## src/logic/rsi_defines.svh

```systemverilog
`ifndef RSI_DEFINES_SVH
`define RSI_DEFINES_SVH
// register offsets on the plain port
`define RSI_ADDR_W 2
`define RSI_OFS_TRIM_UPPER 2'h0
`define RSI_OFS_INTEGRITY 2'h1
`define RSI_OFS_SOURCE 2'h2
// integrity_control_status field positions
`define RSI_BIT_TRIM_HI 6
`define RSI_BIT_TRIM_LO 5
`define RSI_BIT_WDG_FLAG 4
`define RSI_BIT_LOCKED 3
`define RSI_BIT_UV_FLAG 2
`define RSI_BIT_AUX_FLAG 1
`define RSI_BIT_AUX_IE 0
// reset values
`define RSI_TRIM_UPPER_RST 8'h80
`define RSI_TRIM_LOWER_RST 2'h3
// timing counts in cpu cycles, and the reset vector address
`define RSI_DELAY_SHORT 13'h0100
`define RSI_DELAY_LONG 13'h1000
`define RSI_FETCH_CYCLES 2'h2
`define RSI_ACTIVE_CYCLES 13'h0010
`define RSI_VECTOR_ADDR 16'hFFFE
`endif

```

## src/logic/rsi_pkg.sv

```systemverilog
`default_nettype none
package rsi_pkg;
    typedef enum logic [2:0] {
        RSI_IDLE = 3'b000,
        RSI_ACTIVE = 3'b001,
        RSI_DELAY = 3'b010,
        RSI_PLL_WAIT = 3'b011,
        RSI_FETCH = 3'b100
    } rsi_state_type;
    typedef enum logic [2:0] {
        RSI_CLK_EXT = 3'b000,
        RSI_CLK_RC = 3'b001,
        RSI_CLK_XTAL0 = 3'b010,
        RSI_CLK_XTAL1 = 3'b011,
        RSI_CLK_XTAL2 = 3'b100,
        RSI_CLK_XTAL3 = 3'b101,
        RSI_CLK_XTAL4 = 3'b110
    } rsi_clk_src_type;
    // static option-byte settings
    typedef struct packed {
        rsi_clk_src_type clk_src;
        logic pll_enable;
        logic lvd_enable;
    } rsi_option_type;
    // reset request sources
    typedef struct packed {
        logic ext_pin;
        logic low_voltage;
        logic watchdog;
        logic illegal_op;
    } rsi_source_type;
endpackage
`default_nettype wire

```

## src/logic/rsi_sync.sv

```systemverilog
`timescale 1ns/1ps
`default_nettype none
// two-stage level synchroniser with a reset value
module rsi_sync #(
    parameter logic RESET_VALUE = 1'b0
) (
    input wire logic clk,
    input wire logic rstn,
    input wire logic din,
    output logic dout
);
    logic meta;
    // ==========================================================
    // stage pair
    always_ff @(posedge clk) begin
        if (!rstn) begin
            meta <= RESET_VALUE;
            dout <= RESET_VALUE;
        end else begin
            meta <= din;
            dout <= meta;
        end
    end
endmodule // rsi_sync
`default_nettype wire

```

## src/logic/rsi_counter.sv

```systemverilog
`timescale 1ns/1ps
`default_nettype none
// down counter: load a length, done pulses on the last cycle
module rsi_counter #(
    parameter int WIDTH = 13
) (
    input wire logic clk,
    input wire logic rstn,
    input wire logic load,
    input wire logic [WIDTH-1:0] length,
    output logic busy,
    output logic done
);
    logic [WIDTH-1:0] count;
    // ==========================================================
    // count; length of n gives busy for n cycles
    always_ff @(posedge clk) begin
        if (!rstn) begin
            count <= '0;
        end else if (load) begin
            count <= length;
        end else if (count != '0) begin
            count <= count - {{(WIDTH-1){1'b0}}, 1'b1};
        end
    end
    assign busy = (count != '0);
    assign done = (count == {{(WIDTH-1){1'b0}}, 1'b1});
endmodule // rsi_counter
`default_nettype wire

```

## src/logic/rsi_reset_integrity.sv

```systemverilog
// The register offsets and strobed register access were left to the implementer.
`timescale 1ns/1ps
`default_nettype none
`include "rsi_defines.svh"
// Overview of operation
// - reset requests come from the reset pin, undervoltage detector and watchdog underflow
// - an illegal opcode or prebyte from the cpu also starts a reset
// - the reset pin is driven low throughout the delay phase
// - the cpu fetches its start address from the top two bytes
// - each reset runs active phase, cycle delay, then vector fetch, in order
// - delay is 256 cycles for rc or external clock, 4096 for a resonator
// - the vector fetch phase lasts exactly two clock cycles
// - with the pll enabled, clock output waits an extra startup interval
// - a selected resonator keeps running during reset
// - the external reset is seen even with the clock stopped in halt
// - a watchdog underflow drives the pin low for the minimum pulse width
// - undervoltage holds a static reset and drives the pin low
// - the auxiliary detector works only when the undervoltage detector is enabled
// - the auxiliary flag mirrors the comparator live and ignores writes
// - aux interrupt needs the event, its enable and the cpu mask clear
// - in wait the logic runs on and the aux interrupt wakes the device
// - in halt the status register freezes and aux cannot wake the device
// - the aux interrupt is raised when the flag becomes set
// - rc trim is eight upper bits plus two lower bits at six to five
// - the clock source comes from static option settings
// - watchdog flag set by watchdog reset, cleared by read or undervoltage reset
// - undervoltage flag set by undervoltage reset, cleared by read only
// - the pll lock flag follows the pll reaching its frequency
module rsi_reset_integrity #(
    parameter int PLL_STARTUP_CYCLES = 32,
    parameter int WDG_PULSE_CYCLES = 16
) (
    input wire logic clk,
    input wire logic rstn,
    // options
    input wire rsi_pkg::rsi_option_type option,
    // reset pin, open drain
    input wire logic reset_pin_in,
    output logic reset_pin_out,
    output logic reset_pin_oe,
    // internal sources
    input wire logic low_voltage_detector,
    input wire logic auxiliary_voltage_detector,
    input wire logic watchdog_underflow,
    input wire logic illegal_opcode,
    input wire logic pll_at_frequency,
    input wire logic cpu_interrupt_mask,
    input wire logic wait_mode,
    input wire logic halt_mode,
    // register port
    input wire logic [`RSI_ADDR_W-1:0] reg_addr,
    input wire logic [7:0] reg_wdata,
    input wire logic reg_write,
    input wire logic reg_read,
    output logic [7:0] reg_rdata,
    // cpu side
    output logic cpu_reset,
    output logic cpu_clock_enable,
    output logic vector_fetch,
    output logic [15:0] reset_vector,
    output logic aux_voltage_irq,
    output logic wake_from_wait,
    output logic oscillator_keep_running,
    output logic [9:0] rc_trim
);
    localparam logic [12:0] PLL_LEN = 13'(PLL_STARTUP_CYCLES);
    localparam logic [12:0] WDG_LEN = 13'(WDG_PULSE_CYCLES);

    rsi_pkg::rsi_state_type state;
    rsi_pkg::rsi_state_type next_state;
    rsi_pkg::rsi_option_type opt_q;
    rsi_pkg::rsi_source_type src;
    logic pin_low_sync;
    logic uv_sync;
    logic crystal;
    logic uv_active;
    logic aux_raw;
    logic aux_flag;
    logic aux_flag_q;
    logic aux_pending;
    logic [7:0] rc_trim_upper;
    logic [1:0] rc_trim_lower;
    logic aux_voltage_irq_enable;
    logic watchdog_reset_flag;
    logic undervoltage_reset_flag;
    logic locked;
    logic [3:0] last_source;
    logic [12:0] len;
    logic load;
    logic cnt_busy;
    logic cnt_done;
    logic [1:0] fetch_cnt;
    logic start_req;
    logic integ_read;
    logic por_pending; // first cycle after rstn: the power-on sequence gets its active minimum too

    // ==========================================================
    // input conditioning
    // pin is pulled low externally; sampled through two flops so the
    // release lands on a clean edge. with the clock stopped in halt the
    // low level waits on the pin until the oscillator restarts.
    rsi_sync #(.RESET_VALUE(1'b1)) u_pin_sync (
        .clk(clk),
        .rstn(rstn),
        .din(reset_pin_in),
        .dout(pin_low_sync)
    );
    rsi_sync #(.RESET_VALUE(1'b0)) u_uv_sync (
        .clk(clk),
        .rstn(rstn),
        .din(low_voltage_detector),
        .dout(uv_sync)
    );

    // source vector; pin low counts only when we are not driving it
    always_comb begin
        src.ext_pin = !pin_low_sync && !reset_pin_oe;
        src.low_voltage = uv_sync && opt_q.lvd_enable;
        src.watchdog = watchdog_underflow;
        src.illegal_op = illegal_opcode;
    end
    assign uv_active = src.low_voltage;
    assign start_req = src.ext_pin || src.low_voltage || src.watchdog || src.illegal_op;
    assign crystal = (opt_q.clk_src != rsi_pkg::RSI_CLK_EXT) && (opt_q.clk_src != rsi_pkg::RSI_CLK_RC);

    // ==========================================================
    // option sampling: only while idle, so a sequence sees fixed values
    always_ff @(posedge clk) begin
        if (!rstn) begin
            opt_q <= '0;
        end else if (state == rsi_pkg::RSI_IDLE && !start_req) begin
            opt_q <= option;
        end
    end

    // ==========================================================
    // sequencer state
    always_ff @(posedge clk) begin
        if (!rstn) begin
            state <= rsi_pkg::RSI_ACTIVE;
            por_pending <= 1'b1;
        end else begin
            state <= next_state;
            por_pending <= 1'b0;
        end
    end

    // counter length for each phase
    always_comb begin
        len = `RSI_ACTIVE_CYCLES;
        load = 1'b0;
        next_state = state;
        unique case (state)
            rsi_pkg::RSI_IDLE: begin
                if (start_req) begin
                    next_state = rsi_pkg::RSI_ACTIVE;
                end
            end
            rsi_pkg::RSI_ACTIVE: begin
                // static reset: hold here while undervoltage; the pin term is masked here since we drive the pin
                if (!uv_active && !src.ext_pin && !cnt_busy && !por_pending) begin
                    next_state = rsi_pkg::RSI_DELAY;
                    load = 1'b1;
                    len = crystal ? `RSI_DELAY_LONG : `RSI_DELAY_SHORT;
                end
            end
            rsi_pkg::RSI_DELAY: begin
                if (uv_active || src.ext_pin) begin
                    next_state = rsi_pkg::RSI_ACTIVE;
                end else if (cnt_done) begin
                    if (opt_q.pll_enable) begin
                        next_state = rsi_pkg::RSI_PLL_WAIT;
                        load = 1'b1;
                        len = PLL_LEN;
                    end else begin
                        next_state = rsi_pkg::RSI_FETCH;
                    end
                end
            end
            rsi_pkg::RSI_PLL_WAIT: begin
                if (cnt_done) begin
                    next_state = rsi_pkg::RSI_FETCH;
                end
            end
            rsi_pkg::RSI_FETCH: begin
                if (fetch_cnt == `RSI_FETCH_CYCLES) begin
                    next_state = rsi_pkg::RSI_IDLE;
                end
            end
            default: begin
                next_state = rsi_pkg::RSI_ACTIVE;
            end
        endcase
        // active phase minimum: watchdog pulse sets its own width
        if ((state == rsi_pkg::RSI_IDLE && start_req) || por_pending) begin
            load = 1'b1;
            len = src.watchdog ? WDG_LEN : `RSI_ACTIVE_CYCLES;
        end
    end

    rsi_counter #(.WIDTH(13)) u_phase_cnt (
        .clk(clk),
        .rstn(rstn),
        .load(load),
        .length(len),
        .busy(cnt_busy),
        .done(cnt_done)
    );

    // fetch phase cycle count
    always_ff @(posedge clk) begin
        if (!rstn) begin
            fetch_cnt <= '0;
        end else if (state == rsi_pkg::RSI_FETCH) begin
            fetch_cnt <= fetch_cnt + 2'h1;
        end else if (next_state == rsi_pkg::RSI_FETCH) begin
            fetch_cnt <= 2'h1;
        end else begin
            fetch_cnt <= '0;
        end
    end

    // ==========================================================
    // pin and cpu outputs
    // pin is pulled low through active and delay; never driven high
    always_ff @(posedge clk) begin
        if (!rstn) begin
            reset_pin_oe <= 1'b1;
            reset_pin_out <= 1'b0;
        end else begin
            reset_pin_oe <= (next_state == rsi_pkg::RSI_ACTIVE) || (next_state == rsi_pkg::RSI_DELAY);
            reset_pin_out <= 1'b0;
        end
    end

    // cpu held until the fetch phase
    always_ff @(posedge clk) begin
        if (!rstn) begin
            cpu_reset <= 1'b1;
            cpu_clock_enable <= 1'b1;
            vector_fetch <= 1'b0;
            reset_vector <= `RSI_VECTOR_ADDR;
            oscillator_keep_running <= 1'b0;
        end else begin
            cpu_reset <= (next_state != rsi_pkg::RSI_IDLE) && (next_state != rsi_pkg::RSI_FETCH);
            cpu_clock_enable <= (next_state != rsi_pkg::RSI_PLL_WAIT);
            vector_fetch <= (next_state == rsi_pkg::RSI_FETCH);
            reset_vector <= `RSI_VECTOR_ADDR;
            oscillator_keep_running <= crystal;
        end
    end

    // ==========================================================
    // auxiliary detector and interrupt
    assign aux_raw = auxiliary_voltage_detector && opt_q.lvd_enable && !halt_mode;

    // live flag; frozen in halt
    always_ff @(posedge clk) begin
        if (!rstn) begin
            aux_flag <= 1'b0;
            aux_flag_q <= 1'b0;
        end else if (!halt_mode) begin
            aux_flag <= aux_raw;
            aux_flag_q <= aux_flag;
        end
    end

    // pending event: set on rising flag, cleared once the irq is raised
    // or when the enable or the detector is off; set wins over clear
    always_ff @(posedge clk) begin
        if (!rstn) begin
            aux_pending <= 1'b0;
        end else if (aux_flag && !aux_flag_q && !halt_mode) begin
            aux_pending <= 1'b1;
        end else if (!aux_voltage_irq_enable || !opt_q.lvd_enable || aux_voltage_irq) begin
            aux_pending <= 1'b0;
        end
    end

    always_ff @(posedge clk) begin
        if (!rstn) begin
            aux_voltage_irq <= 1'b0;
            wake_from_wait <= 1'b0;
        end else begin
            aux_voltage_irq <= aux_pending && aux_voltage_irq_enable && !cpu_interrupt_mask && !halt_mode;
            wake_from_wait <= wait_mode && aux_pending && aux_voltage_irq_enable;
        end
    end

    // ==========================================================
    // register file
    assign integ_read = reg_read && (reg_addr == `RSI_OFS_INTEGRITY);

    always_ff @(posedge clk) begin
        if (!rstn) begin
            rc_trim_upper <= `RSI_TRIM_UPPER_RST;
            rc_trim_lower <= `RSI_TRIM_LOWER_RST;
            aux_voltage_irq_enable <= 1'b0;
        end else if (reg_write && !halt_mode) begin
            if (reg_addr == `RSI_OFS_TRIM_UPPER) begin
                rc_trim_upper <= reg_wdata;
            end
            if (reg_addr == `RSI_OFS_INTEGRITY) begin
                rc_trim_lower <= reg_wdata[`RSI_BIT_TRIM_HI:`RSI_BIT_TRIM_LO];
                aux_voltage_irq_enable <= reg_wdata[`RSI_BIT_AUX_IE];
            end
        end
    end

    always_ff @(posedge clk) begin
        if (!rstn) begin
            rc_trim <= {`RSI_TRIM_UPPER_RST, `RSI_TRIM_LOWER_RST};
        end else begin
            rc_trim <= {rc_trim_upper, rc_trim_lower};
        end
    end

    // reset cause flags; set beats the read clear. these survive rstn
    // only in silicon; here rstn is the power-on reset.
    always_ff @(posedge clk) begin
        if (!rstn) begin
            watchdog_reset_flag <= 1'b0;
            undervoltage_reset_flag <= 1'b0;
            last_source <= '0;
        end else begin
            if (uv_active) begin
                undervoltage_reset_flag <= 1'b1;
                watchdog_reset_flag <= 1'b0;
            end else if (src.watchdog) begin
                watchdog_reset_flag <= 1'b1;
                if (integ_read) begin
                    undervoltage_reset_flag <= 1'b0;
                end
            end else if (integ_read && !halt_mode) begin
                watchdog_reset_flag <= 1'b0;
                undervoltage_reset_flag <= 1'b0;
            end
            if (state == rsi_pkg::RSI_IDLE && start_req) begin
                last_source <= src;
            end
        end
    end

    always_ff @(posedge clk) begin
        if (!rstn) begin
            locked <= 1'b0;
        end else if (!halt_mode) begin
            locked <= pll_at_frequency && opt_q.pll_enable;
        end
    end

    // read data stands one cycle after the strobe
    always_ff @(posedge clk) begin
        if (!rstn) begin
            reg_rdata <= '0;
        end else if (reg_read) begin
            unique case (reg_addr)
                `RSI_OFS_TRIM_UPPER: reg_rdata <= rc_trim_upper;
                `RSI_OFS_INTEGRITY: reg_rdata <= {1'b0, rc_trim_lower, watchdog_reset_flag, locked,
                    undervoltage_reset_flag, aux_flag, aux_voltage_irq_enable};
                `RSI_OFS_SOURCE: reg_rdata <= {4'h0, last_source};
                default: reg_rdata <= '0;
            endcase
        end else begin
            reg_rdata <= '0;
        end
    end
endmodule // rsi_reset_integrity
`default_nettype wire

```

## config.mk

```make
export PLATFORM = sky130hd
export DESIGN_NAME = rsi_reset_integrity
export DESIGN_NICKNAME = d
export VERILOG_FILES = /design/src/logic/rsi_pkg.sv /design/src/logic/rsi_sync.sv /design/src/logic/rsi_counter.sv /design/src/logic/rsi_reset_integrity.sv
export VERILOG_INCLUDE_DIRS = /design/src /design/src/logic
export SDC_FILE = /design/constraint.sdc
export NUM_CORES = 1
export LEC_CHECK = 0
export BUFFER_PORTS_ARGS = -buffer_cell sky130_fd_sc_hd__buf_2
export CAP_MARGIN = 10
export CORE_UTILIZATION = 40
export DETAILED_ROUTE_END_ITERATION = 10
export PLACE_DENSITY = 0.71
export SLEW_MARGIN = 40
export SYNTH_ARGS = -nofsm -noshare
export SYNTH_HDL_FRONTEND = slang
export SYNTH_SLANG_ARGS = --single-unit
```

## constraint.sdc

```tcl
create_clock -name clk -period 2.1 [get_ports clk]
set_input_delay 0.42 -clock clk [delete_from_list [all_inputs] [get_ports clk]]
set_output_delay 0.42 -clock clk [all_outputs]
set_load 0.1 [all_outputs]
```

## Yosys cells after proc, flatten, opt, wreduce, memory -nomap -nowiden

Cells that the tools add are included.

- Flip-flop bits (word level): 74
- Latch bits: 0
- RAM bits: 0
- Bits in read-only memories: 0
- Input port bits: 28
- Output and inout bits: 42
- Memories: 0

- Add/sub/neg operators: 2
- Multiply operators: 0
- Divide/modulo/power cells: 0
- $lt $le $gt $ge: 0
- Equal/unequal tests: 15
- Shifts and indexed selects: 0
- Multiplexer cells: 34
- Bitwise gates (word level): 1
- Reduce and logical (&&, ||, !) cells: 55

Operators by type and width:

| kind | number |
|---|---|
| $mux 13 | 5 |
| $pmux 13 s2 | 1 |
| $pmux 8 s3 | 1 |
| $logic_and 1x1->1 | 22 |
| $mux 3 | 7 |
| $mux 6 | 3 |
| $pmux 3 s5 | 1 |
| $mux 1 | 14 |
| $eq 13x1->1 const B | 1 |
| $reduce_bool 13->1 | 1 |
| $sub 13x1->13 const B | 1 |
| $logic_not 1->1 | 12 |
| $eq 3x2->1 const B | 3 |
| $reduce_bool 3->1 | 3 |
| $reduce_and 2->1 | 4 |
| $logic_or 1x1->1 | 7 |
| $eq 3x1->1 const B | 2 |
| $eq 3x3->1 const B | 2 |
| $ne 3x1->1 const B | 2 |
| $reduce_bool 2->1 | 3 |
| $eq 2x2->1 const B | 2 |
| $logic_not 3->1 | 1 |
| $ne 3x2->1 const B | 1 |
| $ne 3x3->1 const B | 1 |
| 7 further kinds | 7 |

## Logic depth before layout (Yosys ltp)

Gate-level depths: netlist of run 1.

- Depth in word-level cells: 11
- Mapped depth: 7
- Gate-level depth less buffers: 6

## Hierarchy

A second synthesis of run 1 with hierarchy kept.

- Cell total of the unflattened synthesis: 352
- Area, all modules: 3183.1 um^2

By module, submodules not included:

| module | times used | cells each | area an instance (um^2) | sequential area each (um^2) |
|---|---|---|---|---|
| rsi_reset_integrity | 1 | 248 | 2289.7 | 1121.1 |
| rsi_counter | 1 | 96 | 788.3 | 260.2 |
| rsi_sync | 2 | 4 | 52.6 | 40.0 |

## Worst setup path after synthesis of run 1

Ideal clock, no wire load.

- Path type: register -> register
- Start point: register reset_pin_oe
- End point: register u_phase_cnt.count[1]
- Library setup time: 80 ps
- Data arrival time: 2271 ps
- Data required time: 2020 ps
- Setup slack: -250 ps
- Cell stages (with the launch flop): 7
- Path buffers: 1
- Period minus slack after synthesis: 2350 ps
- Cell sequence: dfxtp_1 o2bb2ai_1 buf_6 o31a_1 a2111oi_4 o41ai_4 a211oi_2

- Cells in the longest elaborated chain, start to end: 10
- Elaborated cells on any way between the ends: 21

RTL lines:

| element | RTL line | RTL |
|---|---|---|
| start, declared | rsi_reset_integrity.sv:40 | `output logic reset_pin_oe,` |
| start signal, assigned | rsi_reset_integrity.sv:231 | `reset_pin_oe <= (next_state == rsi_pkg::RSI_ACTIVE) \|\| (next_state == rsi_pkg::RSI_DELAY);` |
| $logic_not 1->1 (*) | rsi_reset_integrity.sv:117 | `src.ext_pin = !pin_low_sync && !reset_pin_oe;` |
| $logic_and 1x1->1 (*) | rsi_reset_integrity.sv:117 |  |
| $logic_not 1->1 | rsi_reset_integrity.sv:161 | `if (!uv_active && !src.ext_pin && !cnt_busy && !por_pending) begin` |
| $logic_and 1x1->1 (3 in series) | rsi_reset_integrity.sv:161 |  |
| $mux 13 or $mux 1 (tied branches) | rsi_reset_integrity.sv:161 |  |
| $pmux 13 s2 or $pmux 1 s2 (tied branches) | rsi_reset_integrity.sv:153 | `unique case (state)` |
| $mux 13 or $mux 1 (tied branches) | rsi_reset_integrity.sv:195 | `if ((state == rsi_pkg::RSI_IDLE && start_req) \|\| por_pending) begin` |
| $mux 13 or $reduce_bool 2->1 (tied branches) | n/a |  |
| end signal, assigned | rsi_counter.sv:21 | `count <= length;` |
| end signal, assigned | rsi_counter.sv:23 | `count <= count - {{(WIDTH-1){1'b0}}, 1'b1};` |
| end, declared | rsi_counter.sv:14 | `logic [WIDTH-1:0] count;` |

Every way passes the cells marked *; elsewhere a longest branch is shown, timed or not.
A chain may end at the register's enable or synchronous reset.

## Worst setup path in the final report of run 1

- Start point: register u_phase_cnt.count[4]
- End point: register u_phase_cnt.count[1]

- Cells in the longest elaborated chain, start to end: 8
- Elaborated cells on any way between the ends: 17

RTL lines:

| element | RTL line |
|---|---|
| $reduce_bool 13->1 | rsi_counter.sv:22, rsi_counter.sv:26 |
| $logic_not 1->1 | rsi_reset_integrity.sv:161 |
| $logic_and 1x1->1 (2 in series) | rsi_reset_integrity.sv:161 |
| $mux 13 or $mux 1 (tied branches) | rsi_reset_integrity.sv:161 |
| $pmux 13 s2 or $pmux 1 s2 (tied branches) | rsi_reset_integrity.sv:153 |
| $mux 13 or $mux 1 (tied branches) | rsi_reset_integrity.sv:195 |
| $mux 13 or $reduce_bool 2->1 (tied branches) | n/a |

Several ways; a longest one is shown, not always the timed one.

==> results.py, run 1 <==
metrics = {
    "outcome": {
        "status": "finished, final reports clean",
    },
    "clock_tree": {
        "clk_root_buffer_cell": "clkbuf_8",
        "holdBufCountCts": 0,
        "clkSlewWorstSetupHoldPaths_ns": 0.08,
        "post_cts_buffers": 0,
        "htree_levels": 3,
        "numCtsBuffers": 9,
        "cts_tree": "done",
        "cts_buffer_depth": 2,
        "cts_sinks": 73,
        "cts_resized": 0,
        "clk_latency_ns": 0.35,
    },
    "global_route": {
        "met3_usage_pct": 5.13,
        "antenna_found_initial": 0,
        "grt_overflow": 0,
        "grt_start_max_net_pins": 28,
        "met2_usage_pct": 26.7,
        "grt_pass1_vias": 2263,
        "grt_pass1_wl_um": 10600,
        "gr-usage-met1_pct": 20.8,
        "gr-usage-all-layers_pct": 16.5,
        "gr-max-usage-layer": "met2",
    },
    "min_path": {
        "hold_class": "in -> reg",
        "hold_end": "aux_voltage_irq",
        "worstHoldStart": "cpu_interrupt_mask",
        "min_path_cells": 2,
    },
    "logic_synthesis": {
        "ys_warn_count": 0,
        "synth_edf_count": 0,
        "syn_area_um2": 3120,
        "ys.flop_type": "dfxtp_1",
        "synth.distinct_cells": 57,
        "ys_async_sr_fraction_pct": 0,
        "syn-mean-instance-area_um2": 9.38,
        "yosysTopAreaCell": "dfxtp_1",
        "synth_top_area_share_pct": 46.9,
        "synth.most_common_cell": "dfxtp_1",
        "ys_seq_elements": 73,
        "synthCells": 332,
        "synth.area.top_cells": "dfxtp_1, nand2_1, buf_4, nor2_1, a21oi_1",
        "synthTopCellsByCount": "dfxtp_1, nand2_1, nor2_1",
        "synth-seq-area-share_pct": 46.9,
    },
    "sta": {
        "clock_skew_ns": 0.00899,
        "timing_hold_violations_final": 0,
        "slew_headroom_pct": 62.6,
        "min_period_ns": 1.96,
        "finalCritPeriodShare_pct": 93.5,
        "fin_ws_ns": 0.137,
        "finalSetupViolations": 0,
        "rsz0062_at_grt": "false",
        "tns_ns": 0,
        "tightest_slew_ns": 0.556,
        "fmax_mhz": 509,
        "slew_viol_final": 0,
    },
    "power_and_ir_drop": {
        "leakage_nw": 1.50,
        "total_power_mw": 5.07,
        "powerDensity_nw_per_um2": 1380,
        "ir_drop_mv": 0.514,
    },
    "critical_path": {
        "path_buf_inv": 2,
        "critPathKind": "reg -> reg",
        "crit_fanout": 9,
        "reg2reg_from": "u_phase_cnt.count[4]",
        "critPathTopFamily": "compound AO/OA/AOI/OAI gates",
        "crit_required_ns": 2.37,
        "critPathCaptureType": "flip-flop",
        "slowest_stage": "dfxtp_1",
        "reg2reg_depth": 7,
        "startpoint_type": "flip-flop",
        "cpMostUsedCell": "buf_4",
        "crit_path_max_incr_delay_ns": 0.45,
        "path_cells": "nor4_4, buf_4, and4_4, a2111oi_4, o41ai_4, buf_4, a211oi_2",
        "r2r_setup_slack_ns": 0.14,
        "critPathArrivalTime_ns": 2.24,
        "worst_r2r_endpoint": "u_phase_cnt.count[1]",
    },
    "place": {
        "gp_congestion": 0.802,
        "hpwlAfterDp_um": 4610,
        "preCtsSetupSlack_ns": 0.149,
        "port_buffers": 51,
        "post_dp_cell_area_um2": 3430,
    },
    "flow_run": {
        "maxCapViolations": 0,
    },
    "drt": {
        "drt_pass1_iterations": 4,
        "totalWireLength_um": 6350,
        "drt_iter0_markers": 106,
        "drc": 0,
        "viasPerCell": 4.82,
        "vias": 2372,
        "wire_per_inst_um": 12.9,
        "ant_nets": 0,
    },
    "cells_and_area": {
        "syn_to_final_growth_pct": 17.5,
        "design_area_um2": 3660,
        "final_net_count": 420,
        "drive_above_1_share_pct": 24.9,
        "fin_util_pct": 49.4,
        "diodes": 0,
    },
    "floorplanning": {
        "floorplan.initialDensity_pct": 42.1,
        "num_io_pins": 70,
        "die_h_um": 90.3,
        "row_count": 31,
        "core_area_um2": 7410,
        "die-area_um2": 8150,
        "dieWidth_um": 90.3,
    },
}
-- worst register-to-register path, delay by kind of cell (launching register included) --
family | cells | cell delay [ns]
AOI/OAI and AO/OA | 3 | 0.76
buffers and inverters | 2 | 0.37
DFF | 1 | 0.45
and+or+nand+nor | 2 | 0.30
-- how the worst max path moves through the flow --
| stage | start | endpoint | slack [ns] | cells after the start |
|---|---|---|---|---|
| 2_1_floorplan | reset_pin_oe | u_phase_cnt.count[1] | 0.09 | 6 |
| 3_3_place_gp | u_phase_cnt.count[4] | u_phase_cnt.count[1] | 0.22 | 7 |
| 3_5_place_dp | u_phase_cnt.count[4] | u_phase_cnt.count[1] | 0.15 | 7 |
| 4_1_cts | u_phase_cnt.count[4] | u_phase_cnt.count[1] | 0.13 | 7 |
| 5_1_grt | u_pin_sync.dout | u_phase_cnt.count[1] | 0.02 | 6 |
| 6_report | u_phase_cnt.count[4] | u_phase_cnt.count[1] | 0.14 | 7 |
-- logic make-up after synthesis --
kind of cell / after synthesis / share of synthesized area (%)
DFF: 73 / 46.9
muxes: 11 / 3.53
buffers and inverters: 37 / 6.87
other: 2 / 0.241
xor gates and xnor gates: 11 / 3.09
and+or+nand+nor: 144 / 25.6
adders and majority gates: 4 / 1.61
AOI/OAI and AO/OA: 50 / 12.2
-- through the flow --
| step | instances | hold slack [ns] |
|---|---|---|
| after floorplan | 347 | 0.386 |
| after global placement | 476 | 0.413 |
| after detailed placement | 476 | 0.409 |
| after CTS | 492 | 0.211 |
| after global routing | 492 | 0.200 |
| final | 492 | 0.216 |
-- flip-flops by register name, indices dropped and copies added (netlist names), 3 cells and up --
name and flops:
u_phase_cnt.count 13, rc_trim 10, rc_trim_upper 8, reg_rdata 8, last_source 4, opt_q 4, state 3
-- cell usage in the layout (no fill, tap or decap), types with 2 or more instances in the layout --
| master | count |
|---|---|
| nand2_1 | 38 |
| o21a_1 | 4 |
| a21oi_1 | 25 |
| buf_2 | 51 |
| clkbuf_8 | 10 |
| nor4_4 | 2 |
| buf_4 | 9 |
| nor2_1 | 35 |
| nor2b_1 | 3 |
| bufinv_16 | 2 |
| nor3_1 | 8 |
| or3b_2 | 2 |
| nand4_1 | 2 |
| nor4_1 | 4 |
| o21ai_0 | 4 |
| mux2i_1 | 11 |
| xnor2_1 | 10 |
| a41oi_1 | 2 |
| nand3_1 | 11 |
| nor4b_2 | 2 |
| and2_1 | 10 |
| nand2b_1 | 11 |
| ha_1 | 4 |
| inv_1 | 6 |
| dfxtp_1 | 72 |
| conb_1 | 17 |
| a22oi_1 | 2 |
-- layer usage --
metal,wire length [µm],share of wire (%)
met4,111,1.7
met3,327,5.2
met2,2960,47
met1,2950,46
met5,0,0
-- report_power, final --
group | switching [mW] | internal (mW)
Clock | 0.540 | 0.705
Sequential | 0.191 | 1.55
Combinational | 1.27 | 0.803
Total | 2.01 | 3.06
-- final cells by class --
type,count,area (µm²)
Clock buffer,10,138
Clock inverter,6,90.1
Fill cell,705,3750
Inverter,7,26.3
Multi-Input combinational cell,237,1500
Sequential cell,73,1460
Tap cell,99,124
Timing Repair Buffer,60,323
Power figures use the tool's default switching activity.
==> inputs of run 2 (changes only) <==
- ABC_AREA: not set -> 1
- CAP_MARGIN: 10 -> not set
==> results.py, run 2 <==
metrics = {
    "cells_and_area": {
        "nFillCells": 755,
        "fin_util_pct": 48.1,
        "syn_to_final_growth_pct": 16.3,
        "diodes": 0,
        "largestRegisters": "u_phase_cnt.count (13), rc_trim (10)",
        "final_net_count": 496,
        "multi_input_area_um2": 1450,
        "final_cells": 571,
        "regArea_um2": 1460,
        "drive_above_1_share_pct": 24.3,
        "layout_common_cells": "nand2_1, dfxtp_1, nor2_1, buf_2, inv_1",
        "layout_commonest_cell": "nand2_1",
        "regMostFlops": "u_phase_cnt.count",
        "design_area_um2": 3710,
        "largest_register_ffs": 13,
    },
    "place": {
        "post-place-cells": 555,
        "gp_congestion": 0.852,
        "post_dp_cell_area_um2": 3490,
        "hpwlAfterDp_um": 4730,
        "port_buffers": 51,
        "preCtsSetupSlack_ns": 0.399,
    },
    "sta": {
        "min_period_ns": 1.73,
        "timing_hold_violations_final": 0,
        "fmax_mhz": 577,
        "slew_viol_final": 0,
        "fin_ws_ns": 0.366,
        "clock_skew_ns": 0.00778,
        "tns_ns": 0,
        "finalSetupViolations": 0,
        "rsz0062_at_grt": "false",
        "finalCritPeriodShare_pct": 82.6,
        "holdWs_ns": 0.234,
    },
    "floorplanning": {
        "die_h_um": 91.3,
        "floorplan.initialDensity_pct": 41.3,
        "num_io_pins": 70,
        "die-area_um2": 8340,
        "dieWidth_um": 91.3,
        "core_area_um2": 7730,
        "row_count": 32,
    },
    "clock_tree": {
        "cts_sinks": 73,
        "clkSlewWorstSetupHoldPaths_ns": 0.08,
        "cts_buffer_depth": 2,
        "post_cts_buffers": 0,
        "clk_root_buffer_cell": "clkbuf_8",
        "numCtsBuffers": 9,
        "cts_tree": "done",
        "clk_latency_ns": 0.35,
        "holdBufCountCts": 0,
        "cts_resized": 0,
        "htree_levels": 3,
    },
    "logic_synthesis": {
        "synth-seq-area-share_pct": 45.8,
        "ys_async_sr_fraction_pct": 0,
        "synthCells": 408,
        "syn_area_um2": 3190,
        "ys.flop_type": "dfxtp_1",
        "synth_top_area_share_pct": 45.8,
        "synth_edf_count": 0,
        "synth.distinct_cells": 39,
        "ys_warn_count": 0,
        "synth.most_common_cell": "nand2_1",
        "ys_seq_elements": 73,
        "yosysTopAreaCell": "dfxtp_1",
        "synth.area.top_cells": "dfxtp_1, nand2_1, nor2_1, buf_4, nand3_1",
        "syn-mean-instance-area_um2": 7.82,
        "synthTopCellsByCount": "nand2_1, dfxtp_1, nor2_1",
    },
    "global_route": {
        "gr-usage-all-layers_pct": 16.7,
        "grt_pass1_wl_um": 10900,
        "antenna_found_initial": 0,
        "grt_pass1_vias": 2385,
        "grt_start_max_net_pins": 43,
        "grt_overflow": 0,
    },
    "critical_path": {
        "critPathLaunch": "u_phase_cnt.count[0]",
        "crit_required_ns": 2.38,
        "critPathCaptureType": "flip-flop",
        "r2r_setup_slack_ns": 0.37,
        "reg2reg_depth": 11,
        "critPathArrivalTime_ns": 2.02,
        "endpoint": "reset_pin_oe",
        "startpoint_type": "flip-flop",
        "crit_fanout": 11,
        "critPathKind": "reg -> reg",
        "worst_r2r_endpoint": "reset_pin_oe",
        "reg2reg_from": "u_phase_cnt.count[0]",
    },
    "drt": {
        "wire_per_inst_um": 11.5,
        "viasPerCell": 4.66,
        "vias": 2661,
        "drc": 0,
        "totalWireLength_um": 6540,
        "drt_pass1_iterations": 4,
        "ant_nets": 0,
        "drt_iter0_markers": 167,
    },
    "power_and_ir_drop": {
        "ir_drop_mv": 0.571,
        "total_power_mw": 5.07,
        "leakage_nw": 1.83,
        "powerDensity_nw_per_um2": 1360,
    },
    "flow_run": {
        "maxCapViolations": 0,
    },
    "min_path": {
        "hold_class": "in -> reg",
    },
    "outcome": {
        "status": "finished, final reports clean",
    },
}
## run 2: final cells by class
| cell class | instances | area share, % |
|---|---|---|
| Sequential cell | 73 | 39.4 |
| Multi-Input combinational cell | 283 | 39.2 |
| Timing Repair Buffer | 55 | 7.68 |
| Inverter | 42 | 4.45 |
| Clock buffer | 10 | 3.44 |
| Tap cell | 102 | 3.44 |
| Clock inverter | 6 | 2.49 |
## run 2: cells by family (layout without fill, tap and decap cells)
logic type,after synthesis,in the layout,synth area share [%]
and+or+nand+nor,213,213,32.7
other,2,17,0.235
adders and majority gates,4,4,1.57
buffers and inverters,67,113,10.4
DFF,73,73,45.8
xor gates and xnor gates,9,9,2.47
AOI/OAI and AO/OA,40,40,6.78
## run 2: report_power, final
group	internal (mW)	switching (mW)
logic	0.641	1.49
registers	1.56	0.159
clock network	0.673	0.539
total	2.88	2.19
## run 2: worst max-delay path, stage by stage (launching register included)
cell      delay, ns
dfxtp_1        0.38
inv_1          0.12
ha_1           0.22
nand2_2        0.09
nor2_4         0.05
nand2_4        0.11
clkinv_4       0.13
nand3_4        0.12
nand2_1        0.08
nor2_1         0.19
nand2_1        0.09
nand3_1        0.08
## run 2: worst min path at each step
stage                     depth (start not counted)               start              end  slack, ns
after floorplan                                   2      u_uv_sync.meta   u_uv_sync.dout       0.39
after global placement                            1     u_pin_sync.meta  u_pin_sync.dout       0.40
after detailed placement                          1     u_pin_sync.meta  u_pin_sync.dout       0.41
after CTS                                         2  cpu_interrupt_mask  aux_voltage_irq       0.22
after global routing                              2  cpu_interrupt_mask  aux_voltage_irq       0.23
final                                             2  cpu_interrupt_mask  aux_voltage_irq       0.23
## run 2: layer usage
layer / global-route usage, % / vias to the layer above / share of wire [%]
li1: - / 1370 / -
met1: 21.2 / 1199 / 48
met2: 26.4 / 80 / 46
met3: 4.02 / 12 / 4.4
met4: 8.07 / 0 / 1.7
met5: 0 / - / 0
